File: config.mk
export PLATFORM = sky130hd
export DESIGN_NAME = sdram_latency_burst_decode
export DESIGN_NICKNAME = d
export VERILOG_FILES = /design/src/sdram_decode_pkg.sv /design/src/beat_fifo.sv /design/src/sdram_latency_burst_decode.sv
export SDC_FILE = /design/constraint.sdc
export NUM_CORES = 1
export LEC_CHECK = 0
export BUFFER_PORTS_ARGS = -buffer_cell sky130_fd_sc_hd__buf_2
export CORE_MARGIN = 10
export CORE_UTILIZATION = 60
export DETAILED_ROUTE_END_ITERATION = 10
export PLACE_DENSITY = 0.79
export SETUP_SLACK_MARGIN = 0.5
export SKIP_LAST_GASP = 1
export SLEW_MARGIN = 10
export SYNTH_ARGS = -nofsm -noshare
export SYNTH_HDL_FRONTEND = slang
export SYNTH_SLANG_ARGS = --single-unit
File: constraint.sdc
create_clock -name mclk -period 3.9 [get_ports mclk]
set_input_delay 0.585 -clock mclk [delete_from_list [all_inputs] [get_ports mclk]]
set_output_delay 0.585 -clock mclk [all_outputs]
set_load 0.05 [all_outputs]
File: src/sdram_decode_pkg.sv
// constants, register map and types shared by the burst and latency decoder
package sdram_decode_pkg;

  localparam int ADDR_W = 8;
  localparam int DATA_W = 32;

  // register offsets (byte addresses)
  localparam logic [7:0] OFF_MODE    = 8'h00;
  localparam logic [7:0] OFF_LAT     = 8'h04;
  localparam logic [7:0] OFF_STATUS  = 8'h08;
  localparam logic [7:0] OFF_FIFO    = 8'h0c;
  localparam logic [7:0] OFF_PATTERN = 8'h10;
  localparam logic [7:0] OFF_REFUSED = 8'h14;

  // mode_register_zero copy: field positions
  localparam int MODE_BL_LSB  = 0;
  localparam int MODE_PAR_BIT = 2;
  localparam int MODE_CRC_BIT = 3;
  localparam int MODE_DLL_BIT = 4;
  localparam int MODE_CAL_LSB = 5;

  // latency register: field positions
  localparam int LAT_CL_LSB  = 0;
  localparam int LAT_CWL_LSB = 8;
  localparam int LAT_AL_LSB  = 16;
  localparam int LAT_PL_LSB  = 24;

  // status register: field positions
  localparam int STAT_LOCK_BIT = 0;
  localparam int STAT_RD_BIT   = 1;
  localparam int STAT_WR_BIT   = 2;
  localparam int STAT_OVF_BIT  = 3;
  localparam int STAT_LVL_LSB  = 4;
  localparam int STAT_RL_LSB   = 16;
  localparam int STAT_WL_LSB   = 24;

  // burst-length field encodings
  localparam logic [1:0] BL_FIXED8 = 2'h0;
  localparam logic [1:0] BL_OTF    = 2'h1;
  localparam logic [1:0] BL_FIXED4 = 2'h2;

  // reset values
  localparam logic [1:0] BL_RST  = 2'h0;
  localparam logic [2:0] CAL_RST = 3'h0;
  localparam logic [4:0] CL_RST  = 5'h0b;
  localparam logic [4:0] CWL_RST = 5'h09;
  localparam logic [4:0] AL_RST  = 5'h00;
  localparam logic [3:0] PL_RST  = 4'h4;
  localparam logic [7:0] PAT_RST = 8'h00;

  // burst sizes in beats
  localparam logic [3:0] BEATS_8 = 4'h8;
  localparam logic [3:0] BEATS_4 = 4'h4;

  // link clock edges from delay-locked loop enable to lock
  localparam logic [7:0] DLL_LOCK_EDGES = 8'h10;

  // command codes on the link
  localparam logic [1:0] CMD_RD = 2'h1;
  localparam logic [1:0] CMD_WR = 2'h2;

  // sampled pin bus layout
  localparam int LINK_W = 14;
  localparam int P_CK   = 13;
  localparam int P_CS   = 12;
  localparam int P_CMD  = 10;
  localparam int P_A12  = 9;
  localparam int P_ODT  = 8;
  localparam int P_DQ   = 0;
  localparam logic [LINK_W-1:0] PIN_RST = 14'h1000;

  // write data buffer
  localparam int FIFO_W = 8;
  localparam int FIFO_D = 16;

  typedef enum logic [1:0] {X_IDLE, X_WAIT, X_BURST} xfer_state_t;

endpackage : sdram_decode_pkg

File: src/beat_fifo.sv
// synchronous first-in first-out buffer for received write beats
`timescale 1ns/1ns
module beat_fifo #(
  parameter int W = 8,
  parameter int D = 16
) (
  input  wire logic                 mclk,
  input  wire logic                 rst_n,
  input  wire logic                 in_valid,
  output logic                      in_ready,
  input  wire logic [W-1:0]         in_data,
  output logic                      out_valid,
  input  wire logic                 out_ready,
  output logic [W-1:0]              out_data,
  output logic [$clog2(D):0]        level
);
  localparam int AW = $clog2(D);

  logic [W-1:0]  mem [D];
  logic [AW:0]   wptr_r;
  logic [AW:0]   rptr_r;
  logic          push;
  logic          pop;

  // one extra pointer bit tells full from empty
  assign level     = wptr_r - rptr_r;
  assign in_ready  = (level != D[AW:0]);
  assign out_valid = (wptr_r != rptr_r);
  assign out_data  = mem[rptr_r[AW-1:0]];
  assign push      = in_valid & in_ready;
  assign pop       = out_valid & out_ready;

  always_ff @(posedge mclk) begin
    if (push) begin
      mem[wptr_r[AW-1:0]] <= in_data;
    end
  end

  always_ff @(posedge mclk) begin
    if (!rst_n) begin
      wptr_r <= '0;
      rptr_r <= '0;
    end else begin
      wptr_r <= wptr_r + (AW+1)'(push);
      rptr_r <= rptr_r + (AW+1)'(pop);
    end
  end

endmodule : beat_fifo

File: src/sdram_latency_burst_decode.sv
// burst length and read/write latency decoder of the memory device
//
// Overview of operation
// burst-length field 10 forces every read and write to four-beat chop.
// field 01: a command with address bit 12 low runs as four-beat chop.
// field 00, or 01 with address bit 12 high, runs an eight-beat burst.
// parity on: read delay is column plus additive plus parity delay.
// parity on: write delay is column write plus additive plus parity delay.
// parity off: delays omit parity delay, also with write checksum enabled.
// chip-select latency leaves termination timing tied to the command bus.
// write timing holds only with delay-locked loop enabled and locked.
// controller trains write capture, else honours window plus twice skew.
// with chip-select latency, command is sampled that many cycles after select.
`timescale 1ns/1ns
module sdram_latency_burst_decode
  import sdram_decode_pkg::*;
(
  input  wire logic              mclk,
  input  wire logic              rst_n,
  input  wire logic [ADDR_W-1:0] reg_addr,
  input  wire logic [DATA_W-1:0] reg_wdata,
  input  wire logic              reg_wr,
  input  wire logic              reg_rd,
  output logic      [DATA_W-1:0] reg_rdata,
  input  wire logic              link_ck,
  input  wire logic              cs_n,
  input  wire logic [1:0]        cmd,
  input  wire logic              addr_a12,
  input  wire logic              on_die_termination,
  input  wire logic [7:0]        dq_in,
  output logic      [7:0]        dq_out,
  output logic                   dq_oe,
  output logic                   dqs_out,
  output logic                   odt_on
);

  // ---------------- pin synchronisers ----------------
  logic [LINK_W-1:0] s1_r;
  logic [LINK_W-1:0] s2_r;
  logic [LINK_W-1:0] s3_r;
  logic [LINK_W-1:0] pin_r;
  logic [LINK_W-1:0] pin_nxt;
  logic              ck_prev_r;
  logic              link_edge;

  // a bit moves only once the second and third stages agree
  assign pin_nxt = (~(s2_r ^ s3_r) & s3_r) | ((s2_r ^ s3_r) & pin_r);

  always_ff @(posedge mclk) begin
    if (!rst_n) begin
      s1_r      <= PIN_RST;
      s2_r      <= PIN_RST;
      s3_r      <= PIN_RST;
      pin_r     <= PIN_RST;
      ck_prev_r <= 1'b0;
    end else begin
      s1_r      <= {link_ck, cs_n, cmd, addr_a12, on_die_termination, dq_in};
      s2_r      <= s1_r;
      s3_r      <= s2_r;
      pin_r     <= pin_nxt;
      ck_prev_r <= pin_r[P_CK];
    end
  end

  assign link_edge = pin_r[P_CK] & ~ck_prev_r;

  // ---------------- software registers ----------------
  logic [1:0] bl_r;
  logic       par_en_r;
  logic       crc_en_r;
  logic       dll_en_r;
  logic [2:0] cal_r;
  logic [4:0] cl_r;
  logic [4:0] cwl_r;
  logic [4:0] al_r;
  logic [3:0] pl_r;
  logic [7:0] pattern_r;
  logic       ovf_r;
  logic [7:0] refused_r;
  logic [7:0] lock_cnt_r;
  logic       dll_locked_r;

  logic wr_mode;
  logic wr_lat;
  logic wr_stat;
  logic wr_pat;
  logic wr_ref;

  assign wr_mode = reg_wr & (reg_addr == OFF_MODE);
  assign wr_lat  = reg_wr & (reg_addr == OFF_LAT);
  assign wr_stat = reg_wr & (reg_addr == OFF_STATUS);
  assign wr_pat  = reg_wr & (reg_addr == OFF_PATTERN);
  assign wr_ref  = reg_wr & (reg_addr == OFF_REFUSED);

  always_ff @(posedge mclk) begin
    if (!rst_n) begin
      bl_r     <= BL_RST;
      par_en_r <= 1'b0;
      crc_en_r <= 1'b0;
      dll_en_r <= 1'b0;
      cal_r    <= CAL_RST;
    end else if (wr_mode) begin
      bl_r     <= reg_wdata[MODE_BL_LSB +: 2];
      par_en_r <= reg_wdata[MODE_PAR_BIT];
      crc_en_r <= reg_wdata[MODE_CRC_BIT];
      dll_en_r <= reg_wdata[MODE_DLL_BIT];
      cal_r    <= reg_wdata[MODE_CAL_LSB +: 3];
    end
  end

  always_ff @(posedge mclk) begin
    if (!rst_n) begin
      cl_r      <= CL_RST;
      cwl_r     <= CWL_RST;
      al_r      <= AL_RST;
      pl_r      <= PL_RST;
      pattern_r <= PAT_RST;
    end else begin
      if (wr_lat) begin
        cl_r  <= reg_wdata[LAT_CL_LSB +: 5];
        cwl_r <= reg_wdata[LAT_CWL_LSB +: 5];
        al_r  <= reg_wdata[LAT_AL_LSB +: 5];
        pl_r  <= reg_wdata[LAT_PL_LSB +: 4];
      end
      if (wr_pat) begin
        pattern_r <= reg_wdata[7:0];
      end
    end
  end

  // lock is counted in link edges: a stopped link clock never locks
  always_ff @(posedge mclk) begin
    if (!rst_n || !dll_en_r) begin
      lock_cnt_r   <= 8'h00;
      dll_locked_r <= 1'b0;
    end else if (link_edge && !dll_locked_r) begin
      lock_cnt_r   <= lock_cnt_r + 8'h01;
      dll_locked_r <= (lock_cnt_r == DLL_LOCK_EDGES - 8'h01);
    end
  end

  // ---------------- command capture ----------------
  logic       cs_low;
  logic       cal_busy_r;
  logic [2:0] cal_cnt_r;
  logic       cs_hit;
  logic       cmd_take;
  logic [1:0] cmd_f;
  logic       a12_f;
  logic       is_rd;
  logic       is_wr;

  assign cs_low = ~pin_r[P_CS];
  assign cmd_f  = pin_r[P_CMD +: 2];
  assign a12_f  = pin_r[P_A12];
  assign cs_hit = link_edge & cs_low & ~cal_busy_r & (cal_r != 3'h0);
  assign cmd_take = link_edge & ((cal_r == 3'h0) ? cs_low
                                 : (cal_busy_r & (cal_cnt_r == 3'h1)));
  assign is_rd  = cmd_take & (cmd_f == CMD_RD);
  assign is_wr  = cmd_take & (cmd_f == CMD_WR);

  // select is ignored while a delayed command is still pending
  always_ff @(posedge mclk) begin
    if (!rst_n) begin
      cal_busy_r <= 1'b0;
      cal_cnt_r  <= 3'h0;
    end else if (cs_hit) begin
      cal_busy_r <= 1'b1;
      cal_cnt_r  <= cal_r;
    end else if (link_edge && cal_busy_r) begin
      cal_cnt_r  <= cal_cnt_r - 3'h1;
      cal_busy_r <= (cal_cnt_r != 3'h1);
    end
  end

  // ---------------- burst and latency decode ----------------
  logic       chop_w;
  logic [6:0] pl_eff;
  logic [6:0] rl_w;
  logic [6:0] wl_w;

  assign chop_w = (bl_r == BL_FIXED4) | ((bl_r == BL_OTF) & ~a12_f);
  assign pl_eff = par_en_r ? {3'h0, pl_r} : 7'h00;
  assign rl_w   = {2'h0, cl_r} + {2'h0, al_r} + pl_eff;
  assign wl_w   = {2'h0, cwl_r} + {2'h0, al_r} + pl_eff;

  function automatic logic [6:0] lat_load(input logic [6:0] v);
    lat_load = (v == 7'h00) ? 7'h01 : v;
  endfunction : lat_load

  // ---------------- read burst ----------------
  xfer_state_t rd_st_r;
  logic [6:0]  rd_wait_r;
  logic [3:0]  rd_left_r;
  logic [3:0]  rd_idx_r;
  logic        rd_chop_r;
  logic        rd_start;
  logic        rd_first;
  logic        rd_beat;
  logic        rd_end;

  assign rd_start = is_rd & (rd_st_r == X_IDLE);
  assign rd_first = link_edge & (rd_st_r == X_WAIT) & (rd_wait_r == 7'h01);
  assign rd_beat  = link_edge & (rd_st_r == X_BURST) & (rd_left_r != 4'h0);
  assign rd_end   = link_edge & (rd_st_r == X_BURST) & (rd_left_r == 4'h0);

  always_ff @(posedge mclk) begin
    if (!rst_n) begin
      rd_st_r   <= X_IDLE;
      rd_wait_r <= 7'h00;
      rd_left_r <= 4'h0;
      rd_chop_r <= 1'b0;
    end else begin
      unique case (rd_st_r)
        X_IDLE: if (rd_start) begin
          rd_st_r   <= X_WAIT;
          rd_wait_r <= lat_load(rl_w);
          rd_chop_r <= chop_w;
        end
        X_WAIT: if (rd_first) begin
          rd_st_r   <= X_BURST;
          rd_left_r <= (rd_chop_r ? BEATS_4 : BEATS_8) - 4'h1;
        end else if (link_edge) begin
          rd_wait_r <= rd_wait_r - 7'h01;
        end
        X_BURST: if (rd_end) begin
          rd_st_r <= X_IDLE;
        end else if (rd_beat) begin
          rd_left_r <= rd_left_r - 4'h1;
        end
      endcase
    end
  end

  // read beats carry the pattern plus the beat index
  always_ff @(posedge mclk) begin
    if (!rst_n) begin
      dq_out   <= 8'h00;
      dq_oe    <= 1'b0;
      dqs_out  <= 1'b0;
      rd_idx_r <= 4'h0;
    end else if (rd_first || rd_beat) begin
      dq_out   <= pattern_r + {4'h0, rd_first ? 4'h0 : rd_idx_r};
      rd_idx_r <= rd_first ? 4'h1 : rd_idx_r + 4'h1;
      dq_oe    <= 1'b1;
      dqs_out  <= ~dqs_out;
    end else if (rd_end) begin
      dq_oe   <= 1'b0;
      dqs_out <= 1'b0;
    end
  end

  // ---------------- write burst ----------------
  xfer_state_t wr_st_r;
  logic [6:0]  wr_wait_r;
  logic [3:0]  wr_left_r;
  logic        wr_chop_r;
  logic        wr_start;
  logic        wr_first;
  logic        wr_beat;
  logic        wr_end;
  logic        fifo_in_ready;
  logic        fifo_out_valid;
  logic [7:0]  fifo_out_data;
  logic [4:0]  fifo_level;
  logic        fifo_pop;

  // writes are only timed against a locked loop; others are refused
  assign wr_start = is_wr & (wr_st_r == X_IDLE) & dll_locked_r;
  assign wr_first = link_edge & (wr_st_r == X_WAIT) & (wr_wait_r == 7'h01);
  assign wr_beat  = link_edge & (wr_st_r == X_BURST) & (wr_left_r != 4'h0);
  assign wr_end   = link_edge & (wr_st_r == X_BURST) & (wr_left_r == 4'h0);

  always_ff @(posedge mclk) begin
    if (!rst_n) begin
      wr_st_r   <= X_IDLE;
      wr_wait_r <= 7'h00;
      wr_left_r <= 4'h0;
      wr_chop_r <= 1'b0;
    end else begin
      unique case (wr_st_r)
        X_IDLE: if (wr_start) begin
          wr_st_r   <= X_WAIT;
          wr_wait_r <= lat_load(wl_w);
          wr_chop_r <= chop_w;
        end
        X_WAIT: if (wr_first) begin
          wr_st_r   <= X_BURST;
          wr_left_r <= (wr_chop_r ? BEATS_4 : BEATS_8) - 4'h1;
        end else if (link_edge) begin
          wr_wait_r <= wr_wait_r - 7'h01;
        end
        X_BURST: if (wr_end) begin
          wr_st_r <= X_IDLE;
        end else if (wr_beat) begin
          wr_left_r <= wr_left_r - 4'h1;
        end
      endcase
    end
  end

  assign fifo_pop = reg_rd & (reg_addr == OFF_FIFO);

  beat_fifo #(.W(FIFO_W), .D(FIFO_D)) u_fifo (
    .mclk      (mclk),
    .rst_n     (rst_n),
    .in_valid  (wr_first | wr_beat),
    .in_ready  (fifo_in_ready),
    .in_data   (pin_r[P_DQ +: 8]),
    .out_valid (fifo_out_valid),
    .out_ready (fifo_pop),
    .out_data  (fifo_out_data),
    .level     (fifo_level)
  );

  // a full buffer drops the beat; software sees the sticky overflow bit
  logic ovf_set;
  logic ref_inc;

  assign ovf_set = (wr_first | wr_beat) & ~fifo_in_ready;
  assign ref_inc = (is_rd & (rd_st_r != X_IDLE)) | (is_wr & ~wr_start);

  always_ff @(posedge mclk) begin
    if (!rst_n) begin
      ovf_r     <= 1'b0;
      refused_r <= 8'h00;
    end else begin
      ovf_r <= ovf_set | (ovf_r & ~(wr_stat & reg_wdata[STAT_OVF_BIT]));
      if (ref_inc) begin
        refused_r <= wr_ref ? 8'h01 : refused_r + {7'h00, refused_r != 8'hff};
      end else if (wr_ref) begin
        refused_r <= 8'h00;
      end
    end
  end

  // termination follows the pin at every link edge, untouched by select latency
  always_ff @(posedge mclk) begin
    if (!rst_n) begin
      odt_on <= 1'b0;
    end else if (link_edge) begin
      odt_on <= pin_r[P_ODT];
    end
  end

  // ---------------- register read ----------------
  logic [DATA_W-1:0] rdata_nxt;
  logic [DATA_W-1:0] stat_w;

  assign stat_w = {1'b0, wl_w, 1'b0, rl_w, 7'h00, fifo_level, ovf_r,
                   wr_st_r != X_IDLE, rd_st_r != X_IDLE, dll_locked_r};
  assign rdata_nxt =
    (reg_addr == OFF_MODE)    ? {24'h0, cal_r, dll_en_r, crc_en_r, par_en_r, bl_r} :
    (reg_addr == OFF_LAT)     ? {4'h0, pl_r, 3'h0, al_r, 3'h0, cwl_r, 3'h0, cl_r} :
    (reg_addr == OFF_STATUS)  ? stat_w :
    (reg_addr == OFF_FIFO)    ? {23'h0, fifo_out_valid, fifo_out_data} :
    (reg_addr == OFF_PATTERN) ? {24'h0, pattern_r} :
    (reg_addr == OFF_REFUSED) ? {24'h0, refused_r} : 32'h0;

  always_ff @(posedge mclk) begin
    if (!rst_n) begin
      reg_rdata <= 32'h0;
    end else if (reg_rd) begin
      reg_rdata <= rdata_nxt;
    end
  end
endmodule : sdram_latency_burst_decode

==> results of run 1 <==
-- final timing paths --
path              slack [ps]        startpoint          endpoint
setup / recovery         720  u_fifo.rptr_r[2]  u_fifo.wptr_r[4]
hold reg to reg          400          s1_r[12]          s2_r[12]
hold / removal           210              cs_n          s1_r[12]
setup reg to reg         720  u_fifo.rptr_r[2]  u_fifo.wptr_r[4]
-- metrics by stage --
stage	std cells	cell area (um^2)	hold WS (ps)	total power, mW	utilization [%]
after floorplan	1311	14200	386	3.67	-
after global placement	1677	15000	399	3.72	64.2
after detailed placement	1677	15000	396	3.73	64.2
after CTS	1734	16000	193	6.75	68.7
after global routing	1734	16000	219	6.92	68.7
final	1734	16000	211	6.72	68.7
-- logic make-up (layout without fill, tap and decap cells) --
kind of cell    Yosys count  in the layout
flops                   322            322
other cells               1              5
mux                      85             85
simple gates            444            444
buf+inv                 109            213
compound gates          256            256
fa+ha+maj                53             53
xor+xnor                 37             37
-- power by group through the flow --
stage,combinational [mW],clock (mW),sequential (mW)
6_report,0.148,3.06,3.51
2_1_floorplan,0.0812,0,3.59
4_1_cts,0.148,3.10,3.51
3_3_place_gp,0.145,0,3.58
3_5_place_dp,0.146,0,3.58
5_1_grt,0.162,3.25,3.51
-- flip-flops by register name, summed over array words and instances, names as in the netlist, 14 cells and up, named ones only --
name / flops
u_fifo.mem: 128
s3_r: 14
s1_r: 14
reg_rdata: 27
s2_r: 14
-- repair_timing --
item	CTS	global route
endpoints found under the setup margin	0	1
gates resized for setup	0	1
setup buffers	0	0
-- per-layer routing --
metal / track usage, % / up-vias
li1: - / 4919
met5: 0 / -
met3: 4.33 / 75
met1: 29.8 / 5012
met2: 32.2 / 460
met4: 6.27 / 0
-- placed cells by master, fill, tap and decap left out, types with 19 or more instances in the layout --
cell	netlist	routed
ha_1	41	41
mux2_2	20	20
o22ai_1	19	19
buf_2	7	85
nor4_1	29	28
buf_4	5	33
o21ai_0	41	41
xnor2_1	21	21
and2_1	54	54
clkbuf_16	0	31
nand2_1	142	142
nor2_1	72	72
edfxtp_1	128	128
mux2i_1	48	48
and3_1	19	19
dfxtp_1	194	193
nand3_1	41	41
inv_1	37	36
a21oi_1	94	94
-- layout make-up --
type | count | area (um^2)
clock buffers | 43 | 891
clock inverters | 14 | 163
fillers | 1701 | 7300
inverters | 38 | 148
multi-input cells | 880 | 6030
flip-flops and latches | 322 | 7730
well taps | 319 | 399
repair buffers | 118 | 673
-- worst max-delay path, cell delays in order (launching register included) --
cell and delay (ps):
dfxtp_1 330, buf_4 210, clkinvlp_4 240, ha_1 430
nor2b_1 170, o21ai_0 210, a21oi_1 140, nor4_2 250
buf_4 260, nor2_1 80, ha_1 190, ha_1 200
nand3_1 100, xor2_1 140, nor2_1 70
==> results.toml, run 1 <==
[synth]
synth_top_family_by_area = "simple AND/OR/NAND/NOR gates"
netlist_area_um2 = 14200
seq_area_frac_synth_pct = 54.6
ys_top_cells_by_count = "194 x dfxtp_1, 142 x nand2_1, 128 x edfxtp_1"
yosys.cell_types.count = 72
synth.top_cells.by_area = "dfxtp_1 27%, edfxtp_1 27%, nand2_1 3.8%, ha_1 3.6%, mux2i_1 3.4%"
synthArstFlopShare_pct = 0
ys_warn_count = 0
synth_xor_area_share_pct = 2.29
synth_ff_type = "dfxtp_1"
ys_ff_latch = 322
synth_top_area_share_pct = 27.4
synth_mux_area_share_pct = 7.63
synth-compound-area-share_pct = 11.3
synthAdderAreaFrac_pct = 5.32
synth-simple-area-share_pct = 15.8
synth_area_per_cell_um2 = 10.8
synth_top_cell_by_area = "dfxtp_1"
synth.most_common_cell = "dfxtp_1"
synthCells = 1307
synth_edf_count = 128

[timing]
relSlewSlack_pct = 37.9
fmax_mhz = 314
min_period_ps = 3180
hold_viol = 0
worstMarginPinSlew_ps = 930
setup_ws_ps = 720
tns_ps = 0
grt_setup_unrepaired = "false"
maxSlewViolCount = 0
min_period_over_period_pct = 81.5
finClkSkew_ps = 9.40
setup_violations = 0

[route]
routed_wl_um = 33000
wl_met1_um = 14600
top_layer = "met4"
drt_iter0_markers = 1032
via_per_inst = 6.04
via_count = 10500
wl_met3_um = 3040
drcViolationCount = 0
wl_met2_um = 14500
dr.pass1.iters = 5
detail-route-antenna-nets = 0
wire_per_inst_um = 19.0

[clock_network]
holdBufCountCts = 0
htree_levels = 1
cts_root_buf = "clkbuf_16"
cts_tree = "built"
path_clk_slew_ps = 70
cts_buffer_depth = 3
cts.sinks = 322
cts_buffers = 31
clock_latency_ps = 560

[worst_setup_path]
worst_setup_path_start_kind = "register"
worstRegToRegCells = 14
path_class = "reg -> reg"
cp-end-kind = "register"
cp_data_required_time_ps = 4320
worst_ep_arrival_time_ps = 3600
critPathMaxFanout = 18

[final_layout]
drive_gt1_share_pct = 15.8
n_antenna_cell = 0
area_growth_pct = 13.2
fin_nets = 1502

[die]
io_pins = 101
die_w_um = 174
die-area_um2 = 30200
die_h_um = 174
rows = 56
start_util_pct = 60.7
core_area_um2 = 23300

[pwr]
power_frac_comb_pct = 2.2
pwr-share-seq_pct = 52.2
swShare_pct = 20.6
cellPowerDensity_nw_per_um2 = 419
leakagePower_nw = 5.91
p_int_mw = 5.33
peakVddDrop_v = 0.000335
p_clk_share_pct = 45.6
p_sw_mw = 1.39

[run_status]
status = "complete, no violations"

[placement]
place_ws_ps = 729
portBuffers = 85
dp_hpwl_um = 22100
place.gp.congestion = 0.888

[grt]
grt_use_total_pct = 21.1
grt_max_degree = 96
overflow = 0
grt_first_pass_wirelength_um = 52500
antenna_found_initial = 0
grt_pass1_vias = 9857

[min_path]
min_path_cells = 2
hold_path.class = "in -> reg"

[flow_run]
cap_viol_max_count = 0
Note: power is estimated with default switching activity, not from simulation.
==> run 2, diff against run 1 <==
--- a/config.mk
+++ b/config.mk
@@ -7,9 +7,9 @@
 export LEC_CHECK = 0
 export BUFFER_PORTS_ARGS = -buffer_cell sky130_fd_sc_hd__buf_2
 export CORE_MARGIN = 10
-export CORE_UTILIZATION = 60
+export CORE_UTILIZATION = 54
 export DETAILED_ROUTE_END_ITERATION = 10
-export PLACE_DENSITY = 0.79
+export PLACE_DENSITY = 0.75
 export SETUP_SLACK_MARGIN = 0.5
 export SKIP_LAST_GASP = 1
 export SLEW_MARGIN = 10
==> constraint.sdc (replaced) <==
create_clock -name mclk -period 2.8 [get_ports mclk]
set_input_delay 0.42 -clock mclk [delete_from_list [all_inputs] [get_ports mclk]]
set_output_delay 0.42 -clock mclk [all_outputs]
set_load 0.05 [all_outputs]
==> results.toml, run 2 (synthesis gave the netlist of run 1 again) <==
[timing]
setup_violations = 0
min_period_ps = 2660
hold_slack_ps = 79.5
grt_setup_unrepaired = "true"
tns_ps = 0
worstMarginPinSlew_ps = 773
finClkSkew_ps = 18.0
setup_ws_ps = 144
hold_viol = 0
relSlewSlack_pct = 48.4
fmax_mhz = 376
maxSlewViolCount = 0
min_period_over_period_pct = 94.9

[placement]
dp_hpwl_um = 24100
place.gp.congestion = 0.902
post-place-cells = 1713
portBuffers = 85
place_area_um2 = 15500
place_ws_ps = 133

[clock_network]
cts_root_buf = "clkbuf_16"
cts_buffers = 34
path_clk_slew_ps = 60
htree_levels = 2
cts_buffer_depth = 3
clock_latency_ps = 530
cts_tree = "built"
holdBufCountCts = 0
cts.sinks = 322

[final_layout]
largest_reg_flops = 128
finalInstanceArea_um2 = 17800
fill_cells = 1763
n_antenna_cell = 0
final_cell_mix = "184 x dfxtp_1, 142 x nand2_1, 128 x edfxtp_1, 85 x buf_2, 84 x a21oi_1"
final_cells = 1819
drive_gt1_share_pct = 27.3
fin_nets = 1570
final_common_cell = "dfxtp_1"
fin_util_pct = 68.5
area_growth_pct = 25.4

[grt]
overflow = 0
grt_max_degree = 67
grt_pass1_vias = 10500
antenna_found_initial = 0
grt_first_pass_wirelength_um = 56900
grt_use_total_pct = 21.1

[worst_setup_path]
worstRegToRegCells = 11
path_class = "reg -> reg"
worst_ep_arrival_time_ps = 3120
crit_end = "rd_wait_r[5]"
cp-end-kind = "register"
r2r_start = "par_en_r"
critPathMaxFanout = 4
worst_setup_path_start_kind = "register"
cp-startpoint = "par_en_r"
timing.rr.end = "rd_wait_r[5]"
r2r_setup_slack_ps = 140
cp_data_required_time_ps = 3270

[die]
start_util_pct = 54.7
die-area_um2 = 33100
rows = 59
die_w_um = 182
core_area_um2 = 25900
io_pins = 101
die_h_um = 182

[pwr]
peakVddDrop_v = 0.000471
cellPowerDensity_nw_per_um2 = 560
fin_total_pwr_mw = 9.95
leakagePower_nw = 6.48

[flow_run]
cap_viol_max_count = 0

[min_path]
hold_path.class = "in -> reg"

[route]
drt_iter0_markers = 1237
routed_wl_um = 37600
detail-route-antenna-nets = 0
drcViolationCount = 0
via_count = 10900
dr.pass1.iters = 5
via_per_inst = 6.00
wire_per_inst_um = 20.7

[run_status]
status = "complete, no violations"
-- run 2: timing repair --
action                                  CTS  global route
buffers inserted                         25            17
hold endpoints to repair                  0             0
pin swaps                                49            43
endpoints found under the setup margin  159           166
cloned                                    1             2
resized for setup                        67            59
-- run 2: worst min path at each step --
| stage | from | cells after the start | to |
|---|---|---|---|
| 6_report | cs_n | 2 | s1_r[12] |
| 5_1_grt | cs_n | 2 | s1_r[12] |
| 4_1_cts | cs_n | 2 | s1_r[12] |
| 3_5_place_dp | s1_r[12] | 1 | s2_r[12] |
| 3_3_place_gp | s1_r[12] | 1 | s2_r[12] |
| 2_1_floorplan | s1_r[12] | 1 | s2_r[12] |
-- run 2: final cells by class --
class | instances | area [um^2] | share of cell area, %
multi-input cells | 880 | 6820 | 38.4
clock inverters | 20 | 278 | 1.56
inverters | 38 | 150 | 0.846
repair buffers | 183 | 1390 | 7.82
flip-flops and latches | 322 | 7760 | 43.7
well taps | 335 | 419 | 2.36
clock buffers | 41 | 938 | 5.29
-- run 2: report_power, final --
part	total (mW)	internal (mW)	switching (mW)
logic	0.222	0.0688	0.154
clock network	4.85	2.97	1.89
registers	4.88	4.86	0.0160
-- run 2: worst max-delay path, stage by stage (launching register included) --
cell and delay [ps]:
dfxtp_4 360, and2_4 150, buf_4 130, fa_1 440, ha_2 210, inv_2 60
fa_2 200, nor2b_1 50, o21a_1 200, or4b_4 480, a31oi_1 180, o21a_1 130
-- run 2: layer usage --
| metal | global-route usage [%] | share of wire (%) | up-vias |
|---|---|---|---|
| li1 | - | - | 5072 |
| met1 | 29.0 | 43 | 5267 |
| met5 | 0 | 0 | - |
| met4 | 6.83 | 2.8 | 0 |
| met2 | 32.6 | 46 | 484 |
| met3 | 4.47 | 8.1 | 88 |
